## src/hw/ppiat_pkg.sv

```systemverilog
// shared constants and carrier types for the pwm output and event stage
package ppiat_pkg;

  // flag vector layout, interrupt status bits first
  localparam int FLAG_W        = 8;
  localparam int FLAG_ZERO     = 0;
  localparam int FLAG_PERIOD   = 1;
  localparam int FLAG_CMP_UP   = 2;
  localparam int FLAG_CMP_DN   = 3;
  localparam int FLAG_BRK_E0   = 4;
  localparam int FLAG_BRK_E1   = 5;
  localparam int FLAG_BRK_L0   = 6;
  localparam int FLAG_BRK_L1   = 7;

  // polarity control bit positions
  localparam int POL_CH0       = 0;
  localparam int POL_CH1       = 1;

  // brake source vector layout
  localparam int BRK_SRC_W     = 5;
  localparam int BRK_PIN       = 0;
  localparam int BRK_CMP0      = 1;
  localparam int BRK_CMP1      = 2;
  localparam int BRK_SYSFAIL   = 3;
  localparam int BRK_SOFT      = 4;

  // adc trigger field layout
  localparam int TRG_SEL_MSB   = 3;
  localparam int TRG_SEL_LSB   = 0;
  localparam int TRG_EN_BIT    = 7;
  localparam int CMP_W         = 16;

  // reset values
  localparam logic [15:0] CMP_RST   = 16'h0000;
  localparam logic [7:0]  FLAG_RST  = 8'h00;

  // system fail condition select
  typedef enum logic [1:0] {
    PPIAT_SF_CLOCK,
    PPIAT_SF_BROWNOUT,
    PPIAT_SF_LOCKUP,
    PPIAT_SF_NONE
  } ppiat_sysfail_sel_t;

  // adc trigger sources, other codes unused
  localparam logic [3:0] TRG_ZERO        = 4'h0;
  localparam logic [3:0] TRG_PERIOD      = 4'h1;
  localparam logic [3:0] TRG_ZERO_PERIOD = 4'h2;
  localparam logic [3:0] TRG_CMP_UP      = 4'h3;
  localparam logic [3:0] TRG_CMP_DN      = 4'h4;

  // counter state from the pulse generator
  typedef struct packed {
    logic        zero;
    logic        period;
    logic        dir_up;
    logic [15:0] value;
  } ppiat_cnt_t;

  // raw brake and fail inputs
  typedef struct packed {
    logic brake_pin;
    logic comparator0_out;
    logic comparator1_out;
    logic clock_fail;
    logic brownout_detect;
    logic cpu_lockup;
    logic soft_brake;
  } ppiat_brk_in_t;

endpackage

```

## src/hw/ppiat_top.sv

```systemverilog
// pwm output stage: brake, polarity, interrupt flags and adc trigger
// How it works
// (RL1) system fail brake picks one condition
// (RL2) separate polarity invert for channel 0, 1
// (RL3) zero flag set at counter zero
// (RL4) period flag set at period point
// (RL5) stored 16-bit compare value, match every cycle
// (RL6) match while counting up sets compare-up flag
// (RL7) match while counting down sets compare-down flag
// (RL8) flags reach interrupt only when enabled
// (RL9) one interrupt output per pwm pair
// (RL10) brake raises configured edge/level brake flags
// (RL11) four-bit select picks adc trigger event
// (RL12) adc trigger only while trigger enabled
// (RL13) five trigger events, other codes unused
// (RL14) both detectors watch the same five sources
// (RL15) comparator sources only on rising edge
// (RL16) flags stay until written one to clear
// (RL17) adc trigger is a one-clock pulse
// (RL18) polarity applied after dead-time insertion
`timescale 1ns/100ps
module ppiat_top (
  input  wire logic                          clk_sys,
  input  wire logic                          nrst,
  input  wire ppiat_pkg::ppiat_cnt_t         cnt,
  input  wire logic [1:0]                    dt_wave,
  input  wire logic [15:0]                   compare_value,
  input  wire logic                          compare_load,
  input  wire logic [1:0]                    polarity_ctl,
  input  wire logic [7:0]                    adc_trigger_ctl,
  input  wire logic [7:0]                    flag_irq_enable,
  input  wire logic [7:0]                    flag_clear,
  input  wire ppiat_pkg::ppiat_brk_in_t      brake_in,
  input  wire ppiat_pkg::ppiat_sysfail_sel_t sysfail_sel,
  input  wire logic [4:0]                    brake_edge_src_en,
  input  wire logic [4:0]                    brake_level_src_en,
  input  wire logic [1:0]                    brake_edge_ch_en,
  input  wire logic [1:0]                    brake_level_ch_en,
  output logic                               pwm_out_a,
  output logic                               pwm_out_b,
  output logic                               pwm_irq,
  output logic                               adc_trigger,
  output logic [7:0]                         flag_status,
  output logic [1:0]                         brake_active,
  output logic [15:0]                        compare_value_q
);

  // all state of the stage
  typedef struct packed {
    logic [15:0] cmp;
    logic [1:0]  edge_sts;
    logic [1:0]  level_sts;
    logic [1:0]  brk;
    logic        out_a;
    logic        out_b;
    logic        irq;
    logic        trig;
    logic [7:0]  sts;
  } ppiat_top_st_t;

  ppiat_top_st_t st_r;
  ppiat_top_st_t st_nxt;

  logic [4:0] edge_hit;
  logic [4:0] level_hit;
  logic [7:0] flags;
  logic [7:0] flag_set;
  logic       match;
  logic       match_up;
  logic       match_dn;
  logic       edge_brk;
  logic       level_brk;
  logic       ch0_polarity_invert;
  logic       ch1_polarity_invert;
  logic [3:0] adc_trigger_select;
  logic       adc_trigger_enable;
  logic       trig_evt;
  logic [7:0] flags_nxt;
  logic [1:0] braked;
  logic       wave_a;
  logic       wave_b;

  // brake source conditioning
  ppiat_brake_src u_brake_src (
    .clk_sys     (clk_sys),
    .nrst        (nrst),
    .src_in      (brake_in),
    .sysfail_sel (sysfail_sel),
    .edge_hit    (edge_hit),
    .level_hit   (level_hit)
  );

  // sticky status flags
  ppiat_sticky u_flags (
    .clk_sys (clk_sys),
    .nrst    (nrst),
    .set     (flag_set),
    .clr     (flag_clear),
    .flags   (flags)
  );

  // control field split
  assign ch0_polarity_invert = polarity_ctl[ppiat_pkg::POL_CH0];
  assign ch1_polarity_invert = polarity_ctl[ppiat_pkg::POL_CH1];
  assign adc_trigger_select  = adc_trigger_ctl[ppiat_pkg::TRG_SEL_MSB:ppiat_pkg::TRG_SEL_LSB];
  assign adc_trigger_enable  = adc_trigger_ctl[ppiat_pkg::TRG_EN_BIT];

  // compare match against the stored value, split by direction
  always_comb begin
    match    = (cnt.value == st_r.cmp); // [RL5]
    match_up = match & cnt.dir_up;      // [RL6]
    match_dn = match & ~cnt.dir_up;     // [RL7]
  end

  // brake events gated by the chosen sources [RL14]
  always_comb begin
    edge_brk  = |(edge_hit & brake_edge_src_en);
    level_brk = |(level_hit & brake_level_src_en);
  end

  // hardware set terms for every flag
  always_comb begin
    flag_set                         = 8'h00;
    flag_set[ppiat_pkg::FLAG_ZERO]   = cnt.zero;   // [RL3]
    flag_set[ppiat_pkg::FLAG_PERIOD] = cnt.period; // [RL4]
    flag_set[ppiat_pkg::FLAG_CMP_UP] = match_up;   // [RL6]
    flag_set[ppiat_pkg::FLAG_CMP_DN] = match_dn;   // [RL7]
    flag_set[ppiat_pkg::FLAG_BRK_E0] = edge_brk & brake_edge_ch_en[0];   // [RL10]
    flag_set[ppiat_pkg::FLAG_BRK_E1] = edge_brk & brake_edge_ch_en[1];   // [RL10]
    flag_set[ppiat_pkg::FLAG_BRK_L0] = level_brk & brake_level_ch_en[0]; // [RL10]
    flag_set[ppiat_pkg::FLAG_BRK_L1] = level_brk & brake_level_ch_en[1]; // [RL10]
  end

  // flag value the bank will hold next, for a registered irq and status
  always_comb begin
    flags_nxt = flag_set | (flags & ~flag_clear); // [RL16]
  end

  // adc trigger event select, unused codes give nothing [RL11] [RL13]
  always_comb begin
    unique case (adc_trigger_select)
      ppiat_pkg::TRG_ZERO:        trig_evt = cnt.zero;
      ppiat_pkg::TRG_PERIOD:      trig_evt = cnt.period;
      ppiat_pkg::TRG_ZERO_PERIOD: trig_evt = cnt.zero | cnt.period;
      ppiat_pkg::TRG_CMP_UP:      trig_evt = match_up;
      ppiat_pkg::TRG_CMP_DN:      trig_evt = match_dn;
      default:                    trig_evt = 1'b0;
    endcase
  end

  // a channel is held in brake while either status bit stands
  always_comb begin
    braked = st_r.edge_sts | st_r.level_sts;
    wave_a = dt_wave[0] & ~braked[0];
    wave_b = dt_wave[1] & ~braked[1];
  end

  // next state of the whole stage
  always_comb begin
    st_nxt = st_r;
    // compare value holds until a load
    if (compare_load) begin
      st_nxt.cmp = compare_value; // [RL5]
    end
    // edge brake status: stays until flag cleared and a new period starts
    for (int c = 0; c < 2; c++) begin
      if (flag_set[ppiat_pkg::FLAG_BRK_E0 + c]) begin
        st_nxt.edge_sts[c] = 1'b1;
      end else if (cnt.zero && !flags[ppiat_pkg::FLAG_BRK_E0 + c]) begin
        st_nxt.edge_sts[c] = 1'b0;
      end
      // level brake status: released at period start once condition gone
      if (flag_set[ppiat_pkg::FLAG_BRK_L0 + c]) begin
        st_nxt.level_sts[c] = 1'b1;
      end else if (cnt.zero && !level_brk) begin
        st_nxt.level_sts[c] = 1'b0;
      end
    end
    // registered copy of the per-channel brake state for the output port
    st_nxt.brk   = st_nxt.edge_sts | st_nxt.level_sts;
    // polarity after dead time and brake, complement when inverted
    st_nxt.out_a = wave_a ^ ch0_polarity_invert; // [RL2] [RL18]
    st_nxt.out_b = wave_b ^ ch1_polarity_invert; // [RL2] [RL18]
    // one interrupt for this pair, enabled flags only
    st_nxt.irq   = |(flags_nxt & flag_irq_enable); // [RL8] [RL9]
    // single-cycle trigger, only when enabled
    st_nxt.trig  = trig_evt & adc_trigger_enable; // [RL12] [RL17]
    st_nxt.sts   = flags_nxt;
  end

  // stage registers
  always_ff @(posedge clk_sys or negedge nrst) begin
    if (!nrst) begin
      st_r <= '{cmp: ppiat_pkg::CMP_RST, sts: ppiat_pkg::FLAG_RST, default: '0};
    end else begin
      st_r <= st_nxt;
    end
  end

  // outputs straight from the state register
  assign pwm_out_a       = st_r.out_a;
  assign pwm_out_b       = st_r.out_b;
  assign pwm_irq         = st_r.irq;
  assign adc_trigger     = st_r.trig;
  assign flag_status     = st_r.sts;
  assign brake_active    = st_r.brk;
  assign compare_value_q = st_r.cmp;

endmodule

```

## src/hw/ppiat_brake_src.sv

```systemverilog
// brake source conditioning: system fail select and edge/level hits
`timescale 1ns/100ps
module ppiat_brake_src (
  input  wire logic                     clk_sys,
  input  wire logic                     nrst,
  input  wire ppiat_pkg::ppiat_brk_in_t src_in,
  input  wire ppiat_pkg::ppiat_sysfail_sel_t sysfail_sel,
  output logic [4:0]                    edge_hit,
  output logic [4:0]                    level_hit
);

  typedef struct packed {
    logic [4:0] prev;
  } ppiat_bsrc_st_t;

  ppiat_bsrc_st_t st_r;
  ppiat_bsrc_st_t st_nxt;
  logic           sys_fail;
  logic [4:0]     now;
  logic [4:0]     rise;

  // pick the one system fail condition that feeds the brake [RL1]
  always_comb begin
    unique case (sysfail_sel)
      ppiat_pkg::PPIAT_SF_CLOCK:    sys_fail = src_in.clock_fail;
      ppiat_pkg::PPIAT_SF_BROWNOUT: sys_fail = src_in.brownout_detect;
      ppiat_pkg::PPIAT_SF_LOCKUP:   sys_fail = src_in.cpu_lockup;
      ppiat_pkg::PPIAT_SF_NONE:     sys_fail = 1'b0;
    endcase
  end

  // five sources, same set for both detectors [RL14]
  always_comb begin
    now                         = 5'h00;
    now[ppiat_pkg::BRK_PIN]     = src_in.brake_pin;
    now[ppiat_pkg::BRK_CMP0]    = src_in.comparator0_out;
    now[ppiat_pkg::BRK_CMP1]    = src_in.comparator1_out;
    now[ppiat_pkg::BRK_SYSFAIL] = sys_fail;
    now[ppiat_pkg::BRK_SOFT]    = src_in.soft_brake;
    st_nxt.prev                 = now;
    rise                        = now & ~st_r.prev;
  end

  // comparators count only on a rising edge, even for the level path [RL15]
  always_comb begin
    edge_hit                       = rise;
    level_hit                      = now;
    level_hit[ppiat_pkg::BRK_CMP0] = rise[ppiat_pkg::BRK_CMP0];
    level_hit[ppiat_pkg::BRK_CMP1] = rise[ppiat_pkg::BRK_CMP1];
  end

  // previous source levels
  always_ff @(posedge clk_sys or negedge nrst) begin
    if (!nrst) begin
      st_r <= '0;
    end else begin
      st_r <= st_nxt;
    end
  end

endmodule

```

## src/hw/ppiat_sticky.sv

```systemverilog
// sticky flag bank, hardware set beats write-one clear
`timescale 1ns/100ps
module ppiat_sticky (
  input  wire logic       clk_sys,
  input  wire logic       nrst,
  input  wire logic [7:0] set,
  input  wire logic [7:0] clr,
  output logic [7:0]      flags
);

  typedef struct packed {
    logic [7:0] flags;
  } ppiat_stk_st_t;

  ppiat_stk_st_t st_r;
  ppiat_stk_st_t st_nxt;

  // per-bit hold, set wins over clear [RL16]
  always_comb begin
    st_nxt = st_r;
    for (int i = 0; i < ppiat_pkg::FLAG_W; i++) begin
      st_nxt.flags[i] = set[i] | (st_r.flags[i] & ~clr[i]);
    end
  end

  assign flags = st_r.flags;

  // flag storage
  always_ff @(posedge clk_sys or negedge nrst) begin
    if (!nrst) begin
      st_r <= '{flags: ppiat_pkg::FLAG_RST};
    end else begin
      st_r <= st_nxt;
    end
  end

endmodule

```

## config.mk

```make
export PLATFORM = sky130hd
export DESIGN_NAME = ppiat_top
export DESIGN_NICKNAME = d
export VERILOG_FILES = /design/src/hw/ppiat_pkg.sv /design/src/hw/ppiat_top.sv /design/src/hw/ppiat_brake_src.sv /design/src/hw/ppiat_sticky.sv
export SDC_FILE = /design/constraint.sdc
export NUM_CORES = 1
export LEC_CHECK = 0
export ABC_AREA = 0
export BUFFER_PORTS_ARGS = -buffer_cell sky130_fd_sc_hd__buf_2
export CORE_UTILIZATION = 46
export CTS_CLUSTER_SIZE = 30
export DETAILED_ROUTE_END_ITERATION = 16
export PLACE_DENSITY = 0.81
export SKIP_LAST_GASP = 1
export SYNTH_ARGS = -nofsm -noshare
export SYNTH_HDL_FRONTEND = slang
export SYNTH_HIERARCHICAL = 1
export SYNTH_SLANG_ARGS = --single-unit
export TNS_END_PERCENT = 50
```

## constraint.sdc

```tcl
create_clock -name clk_sys -period 1.87 [get_ports clk_sys]
set_input_delay 0.187 -clock clk_sys [delete_from_list [all_inputs] [get_ports clk_sys]]
set_output_delay 0.187 -clock clk_sys [all_outputs]
set_load 0.005 [all_outputs]
```

==> results.json, run 1 <==
{
  "outcome": "complete, no violations",
  "yosysUniqueCellTypes": 34,
  "peakVddDrop_v": 0.000328,
  "diodes": 0,
  "period_needed_ns": 1.68,
  "critical_path.max_fanout": 3,
  "drv_cap": 0,
  "hold_class": "in -> reg",
  "crit_path_max_incr_delay_ns": 0.36,
  "cts_buffers": 5,
  "dp_hpwl_mm": 3.77,
  "ios": 119,
  "critPathArrivalTime_ns": 1.86,
  "yosys_warnings": 6,
  "area_growth_pct": 25.1,
  "initial_core_util": 0.484,
  "grt_pass1_wl_mm": 7.20,
  "fin_ws_ns": 0.189,
  "synth_edf_count": 0,
  "synth_most_common_cell": "dfrtp_1",
  "cts_tree": "built",
  "power.total_w": 0.00226,
  "clock.fmax_mhz": 595,
  "viasPerCell": 4.75,
  "synth_area_um2": 2320,
  "clk_latency_ns": 0.30,
  "overflow": 0,
  "cts_sinks": 47,
  "p_leak_nw": 1.54,
  "path_class": "reg -> reg",
  "drtIter0Drc": 39,
  "ant_nets": 0,
  "track_usage": 0.182,
  "ys.flop_type": "dfrtp_1",
  "finalMaxSlewViolations": 0,
  "crit_buf_inv": 0,
  "start_kind": "register",
  "cpMaxStageDelayCell": "a222oi_1",
  "post_drt_wl_per_cell_um": 12.6,
  "cts-root-buf": "clkbuf_8",
  "antenna_found_initial": 0,
  "p_per_area_nw_per_um2": 781,
  "rsz0062_at_grt": "false",
  "core_um2": 4790,
  "place_ws_ns": 0.0275,
  "num_rows": 25,
  "setup_tns_ns": 0,
  "clk_pin_slew_ns": 0.09,
  "ys_top_cells_by_area": "dfrtp_1 51%, buf_4 10%, mux2_2 8.3%",
  "drt_first_pass_iters": 4,
  "drive_gt1_frac": 0.482,
  "drc": 0,
  "routed_wl_mm": 4.67,
  "end_kind": "register",
  "postSynth.asyncResetShare": 1.00,
  "fin_nets": 391,
  "synthTopCellsByCount": "47 x dfrtp_1, 31 x buf_4, 19 x inv_1",
  "synthMuxAreaShare": 0.0869,
  "worst_pin_slew_ns": 0.456,
  "synth_xor_area_frac": 0.0718,
  "critical_path_required_ns": 2.04,
  "crit_chain": "nor2b_1 > a222oi_1 > nand2_1 > a22o_1 > a222oi_1 > nand2_1",
  "cts_buffer_depth": 2,
  "grtUsageMet3": 0.0359,
  "synth_top_cell_by_area": "dfrtp_1",
  "vias": 1759,
  "top_usage_layer": "met2",
  "first_global_vias": 1688,
  "finalSetupViolations": 0,
  "die_area_um2": 5330,
  "routabilityCongestion": 0.777,
  "io_buffers": 115,
  "cts_max_level": 2,
  "syn_area_per_cell_um2": 11.3,
  "synthCells": 206,
  "critPathTopFamily": "compound AO/OA/AOI/OAI gates",
  "die_w_um": 73.0,
  "met2_usage": 0.341,
  "yosys.area_share.simple": 0.0928,
  "synth-seq-cells": 47,
  "syn_nets": 295,
  "synth_compound_area_frac": 0.106,
  "hold_viol_final": 0,
  "grt_max_degree": 21,
  "met1_usage": 0.198,
  "finalCritPeriodShare": 0.899,
  "relSlewSlack": 0.696,
  "fin_skew_ns": 0.00419,
  "synth_top_family_by_area": "buffers and inverters",
  "hold_ws_ns": 0.0196,
  "fill_cells": 425,
  "synth_top_area_frac": 0.507,
  "die_h_um": 73.0,
  "yosysSeqAreaShare": 0.507,
  "synthAdderAreaFrac": 0
}
==> stage by stage <==
step | util | cell area [µm²] | cells
after floorplan | - | 2320 | 206
after global placement | 0.576 | 2760 | 358
after detailed placement | 0.576 | 2760 | 358
after CTS | 0.604 | 2890 | 369
after global routing | 0.606 | 2900 | 370
final | 0.606 | 2900 | 370
==> path summary, 6_finish.rpt <==
check	start	endpoint	slack, ns	depth (start not counted)
max	u_brake_src/st_r[1]	pwm_irq	0.19	6
min	brake_in[6]	u_brake_src/st_r[0]	0.02	1
max reg2reg	u_brake_src/st_r[1]	pwm_irq	0.19	6
min reg2reg	u_flags/flags[0]	u_flags/flags[0]	0.49	1
max in group asynchronous	nrst	compare_value_q[6]	0.92	3
min in group asynchronous	nrst	brake_active[0]	0.36	2
==> power by group <==
part	internal, W	total, W	switching [W]	leakage (nW)
clock	0.000336	0.000665	0.000329	0.0505
combinational	0.000243	0.000429	0.000186	0.936
sequential	0.00111	0.00117	0.0000570	0.551
total	0.00169	0.00226	0.000572	1.54
==> worst reg2reg max path, stage by stage, from the launching register on <==
cell and delay (ns):
dfrtp_1 0.34, nor2b_1 0.05, a222oi_1 0.36, nand2_1 0.15, a22o_1 0.23, a222oi_1 0.33, nand2_1 0.09
==> layer usage <==
layer	up-vias	part of all wire
li1	853	-
met1	824	0.41
met2	75	0.51
met3	7	0.063
met4	0	0.014
met5	-	0
==> logic make-up after synthesis <==
| group | count (synthesis) |
|---|---|
| buffers and inverters | 52 |
| and+or+nand+nor | 38 |
| xor gates and xnor gates | 19 |
| AOI/OAI and AO/OA | 32 |
| muxes | 18 |
| DFF | 47 |
==> sequential cells by signal (all words and copies together) (netlist names) <==
register / count
adc_trigger: 1
brake_active: 2
compare_value_q: 16
flag_status: 8
pwm_irq: 1
pwm_out_a: 1
pwm_out_b: 1
st_r: 4
u_brake_src/st_r: 5
u_flags/flags: 8
==> repair_timing <==
| item | CTS | global route |
|---|---|---|
| setup endpoints to repair | 0 | 2 |
| hold endpoints to repair | 20 | 0 |
| resized for setup | 0 | 0 |
| hold buffers | 3 | 0 |
| setup buffers | 0 | 1 |
==> placed cells by master (no fill, tap or decap), types with 2 or more instances in the layout <==
cell,n
buf_4,4
a22oi_1,2
buf_2,115
a21o_1,14
o21ai_0,5
clkbuf_8,7
inv_1,19
and2_1,2
xnor2_1,18
a222oi_1,3
nand2_1,11
a22o_1,2
nand3b_1,4
dlygate4sd3_1,3
nand4_1,5
nor2b_1,4
dfrtp_1,47
nor2_1,3
mux2_2,17
or2_1,2
==> cell type report <==
type | instances | area, µm² | share of cell area
flip-flops and latches | 47 | 1180 | 0.406
clock inverters | 1 | 7.51 | 0.00259
repair buffers | 122 | 636 | 0.219
multi-input cells | 107 | 830 | 0.286
well taps | 67 | 83.8 | 0.0289
inverters | 19 | 71.3 | 0.0246
clock buffers | 7 | 96.3 | 0.0332
(Power assumes the default switching activity.)
==> run 2: changes to the inputs <==
--- a/config.mk
+++ b/config.mk
@@ -7,10 +7,10 @@
 export LEC_CHECK = 0
 export ABC_AREA = 0
 export BUFFER_PORTS_ARGS = -buffer_cell sky130_fd_sc_hd__buf_2
-export CORE_UTILIZATION = 46
+export CORE_UTILIZATION = 49
 export CTS_CLUSTER_SIZE = 30
 export DETAILED_ROUTE_END_ITERATION = 16
-export PLACE_DENSITY = 0.81
+export PLACE_DENSITY = 0.85
 export SKIP_LAST_GASP = 1
 export SYNTH_ARGS = -nofsm -noshare
 export SYNTH_HDL_FRONTEND = slang
==> constraint.sdc (replaced) <==
create_clock -name clk_sys -period 1.96 [get_ports clk_sys]
set_input_delay 0.196 -clock clk_sys [delete_from_list [all_inputs] [get_ports clk_sys]]
set_output_delay 0.196 -clock clk_sys [all_outputs]
set_load 0.005 [all_outputs]
==> results.json, run 2 (synthesized netlist as in run 1, its figures left out) <==
{
  "ant_nets": 0,
  "end_kind": "register",
  "cts_tree": "built",
  "clk_pin_slew_ns": 0.08,
  "initial_core_util": 0.522,
  "setup_tns_ns": 0,
  "ios": 119,
  "viasPerCell": 4.92,
  "drc": 0,
  "clk_latency_ns": 0.28,
  "start_kind": "register",
  "die_area_um2": 5010,
  "period_needed_ns": 1.76,
  "fin_skew_ns": 0.00805,
  "antenna_found_initial": 0,
  "place_ws_ns": 0.159,
  "grt_pass1_wl_mm": 7.26,
  "cts_buffers": 5,
  "routabilityCongestion": 0.867,
  "overflow": 0,
  "r2r_slack_ns": 0.20,
  "core_um2": 4440,
  "stdcell_count": 350,
  "clock.fmax_mhz": 570,
  "p_leak_nw": 1.51,
  "cts_buffer_depth": 2,
  "cts_max_level": 2,
  "drtIter0Drc": 56,
  "cts_sinks": 47,
  "drt_first_pass_iters": 6,
  "io_buffers": 115,
  "grt_max_degree": 30,
  "fill_cells": 381,
  "finalMaxSlewViolations": 0,
  "fin_ws_ns": 0.205,
  "track_usage": 0.187,
  "vias": 1723,
  "post_cts_buffers": 0,
  "critPathArrivalTime_ns": 1.92,
  "path_class": "reg -> reg",
  "fin_nets": 386,
  "critical_path.max_fanout": 3,
  "final_common_cell": "buf_2",
  "num_rows": 24,
  "area_growth_pct": 21.5,
  "peakVddDrop_v": 0.000417,
  "critical_path_required_ns": 2.13,
  "placed_cells": 341,
  "dp_hpwl_mm": 3.65,
  "drv_cap": 0,
  "routed_wl_mm": 4.46,
  "p_per_area_nw_per_um2": 731,
  "finalCritPeriodShare": 0.895,
  "final_cell_mix": "115 x buf_2, 47 x dfrtp_1, 19 x inv_1, 18 x xnor2_1, 17 x mux2_2",
  "hold_viol_final": 0,
  "relSlewSlack": 0.580,
  "hold_class": "in -> reg",
  "die_w_um": 70.8,
  "rsz0062_at_grt": "false",
  "cts-root-buf": "clkbuf_8",
  "diodes": 0,
  "outcome": "complete, no violations",
  "drive_gt1_frac": 0.473,
  "finalSetupViolations": 0,
  "largest_reg_flops": 16,
  "worst_pin_slew_ns": 0.631,
  "die_h_um": 70.8,
  "post_drt_wl_per_cell_um": 12.7,
  "first_global_vias": 1701
}
run 2: layer usage:
metal,GRT usage,wire length (µm)
met1,0.217,1850
met2,0.348,2370
met3,0.0356,204
met4,0.0600,34
met5,0,0
run 2: final cells by class:
cell class,count,area (µm²),share of cell area
sequential,47,1180,0.418
multi-input combinational,107,830,0.295
timing repair buffer,117,593,0.211
clock buffer,7,76.3,0.0271
inverter,19,71.3,0.0253
tap,52,65.1,0.0231
clock inverter,1,5.00,0.00178
run 2: worst paths after layout:
path	start	end	cells after the start
min in group asynchronous	nrst	compare_value_q[15]	2
min reg2reg	u_flags/flags[1]	u_flags/flags[1]	1
max in group asynchronous	nrst	u_brake_src/st_r[2]	3
max reg2reg	u_brake_src/st_r[1]	pwm_irq	6
min	brake_in[5]	u_brake_src/st_r[1]	1
max	u_brake_src/st_r[1]	pwm_irq	6
run 2: report_power, final:
group / switching (W) / internal, W
clock: 0.000293 / 0.000251
combinational: 0.000172 / 0.000225
sequential: 0.0000562 / 0.00106
total: 0.000522 / 0.00154
run 2: what timing repair did:
action,CTS,global route
setup endpoints to repair,0,0
hold buffers,1,0
endpoints found under the hold margin,28,0
gates resized for setup,0,0
run 2: worst max-delay path, stage by stage, from the launching register on:
cell and delay [ns]:
dfrtp_1 0.33, nor2b_1 0.05, a222oi_1 0.46, nand2_1 0.17
a22o_1 0.24, a222oi_1 0.30, nand2_1 0.09
run 2: stage by stage:
| step | power [W] | hold WS (ns) | util | cell area [µm²] |
|---|---|---|---|---|
| 2_1_floorplan | 0.00140 | -0.0996 | - | 2320 |
| 3_3_place_gp | 0.00152 | 0.252 | 0.613 | 2730 |
| 3_5_place_dp | 0.00154 | 0.254 | 0.613 | 2730 |
| 4_1_cts | 0.00209 | 0.0215 | 0.634 | 2820 |
| 5_1_grt | 0.00217 | 0.0218 | 0.634 | 2820 |
| 6_report | 0.00206 | 0.0330 | 0.634 | 2820 |
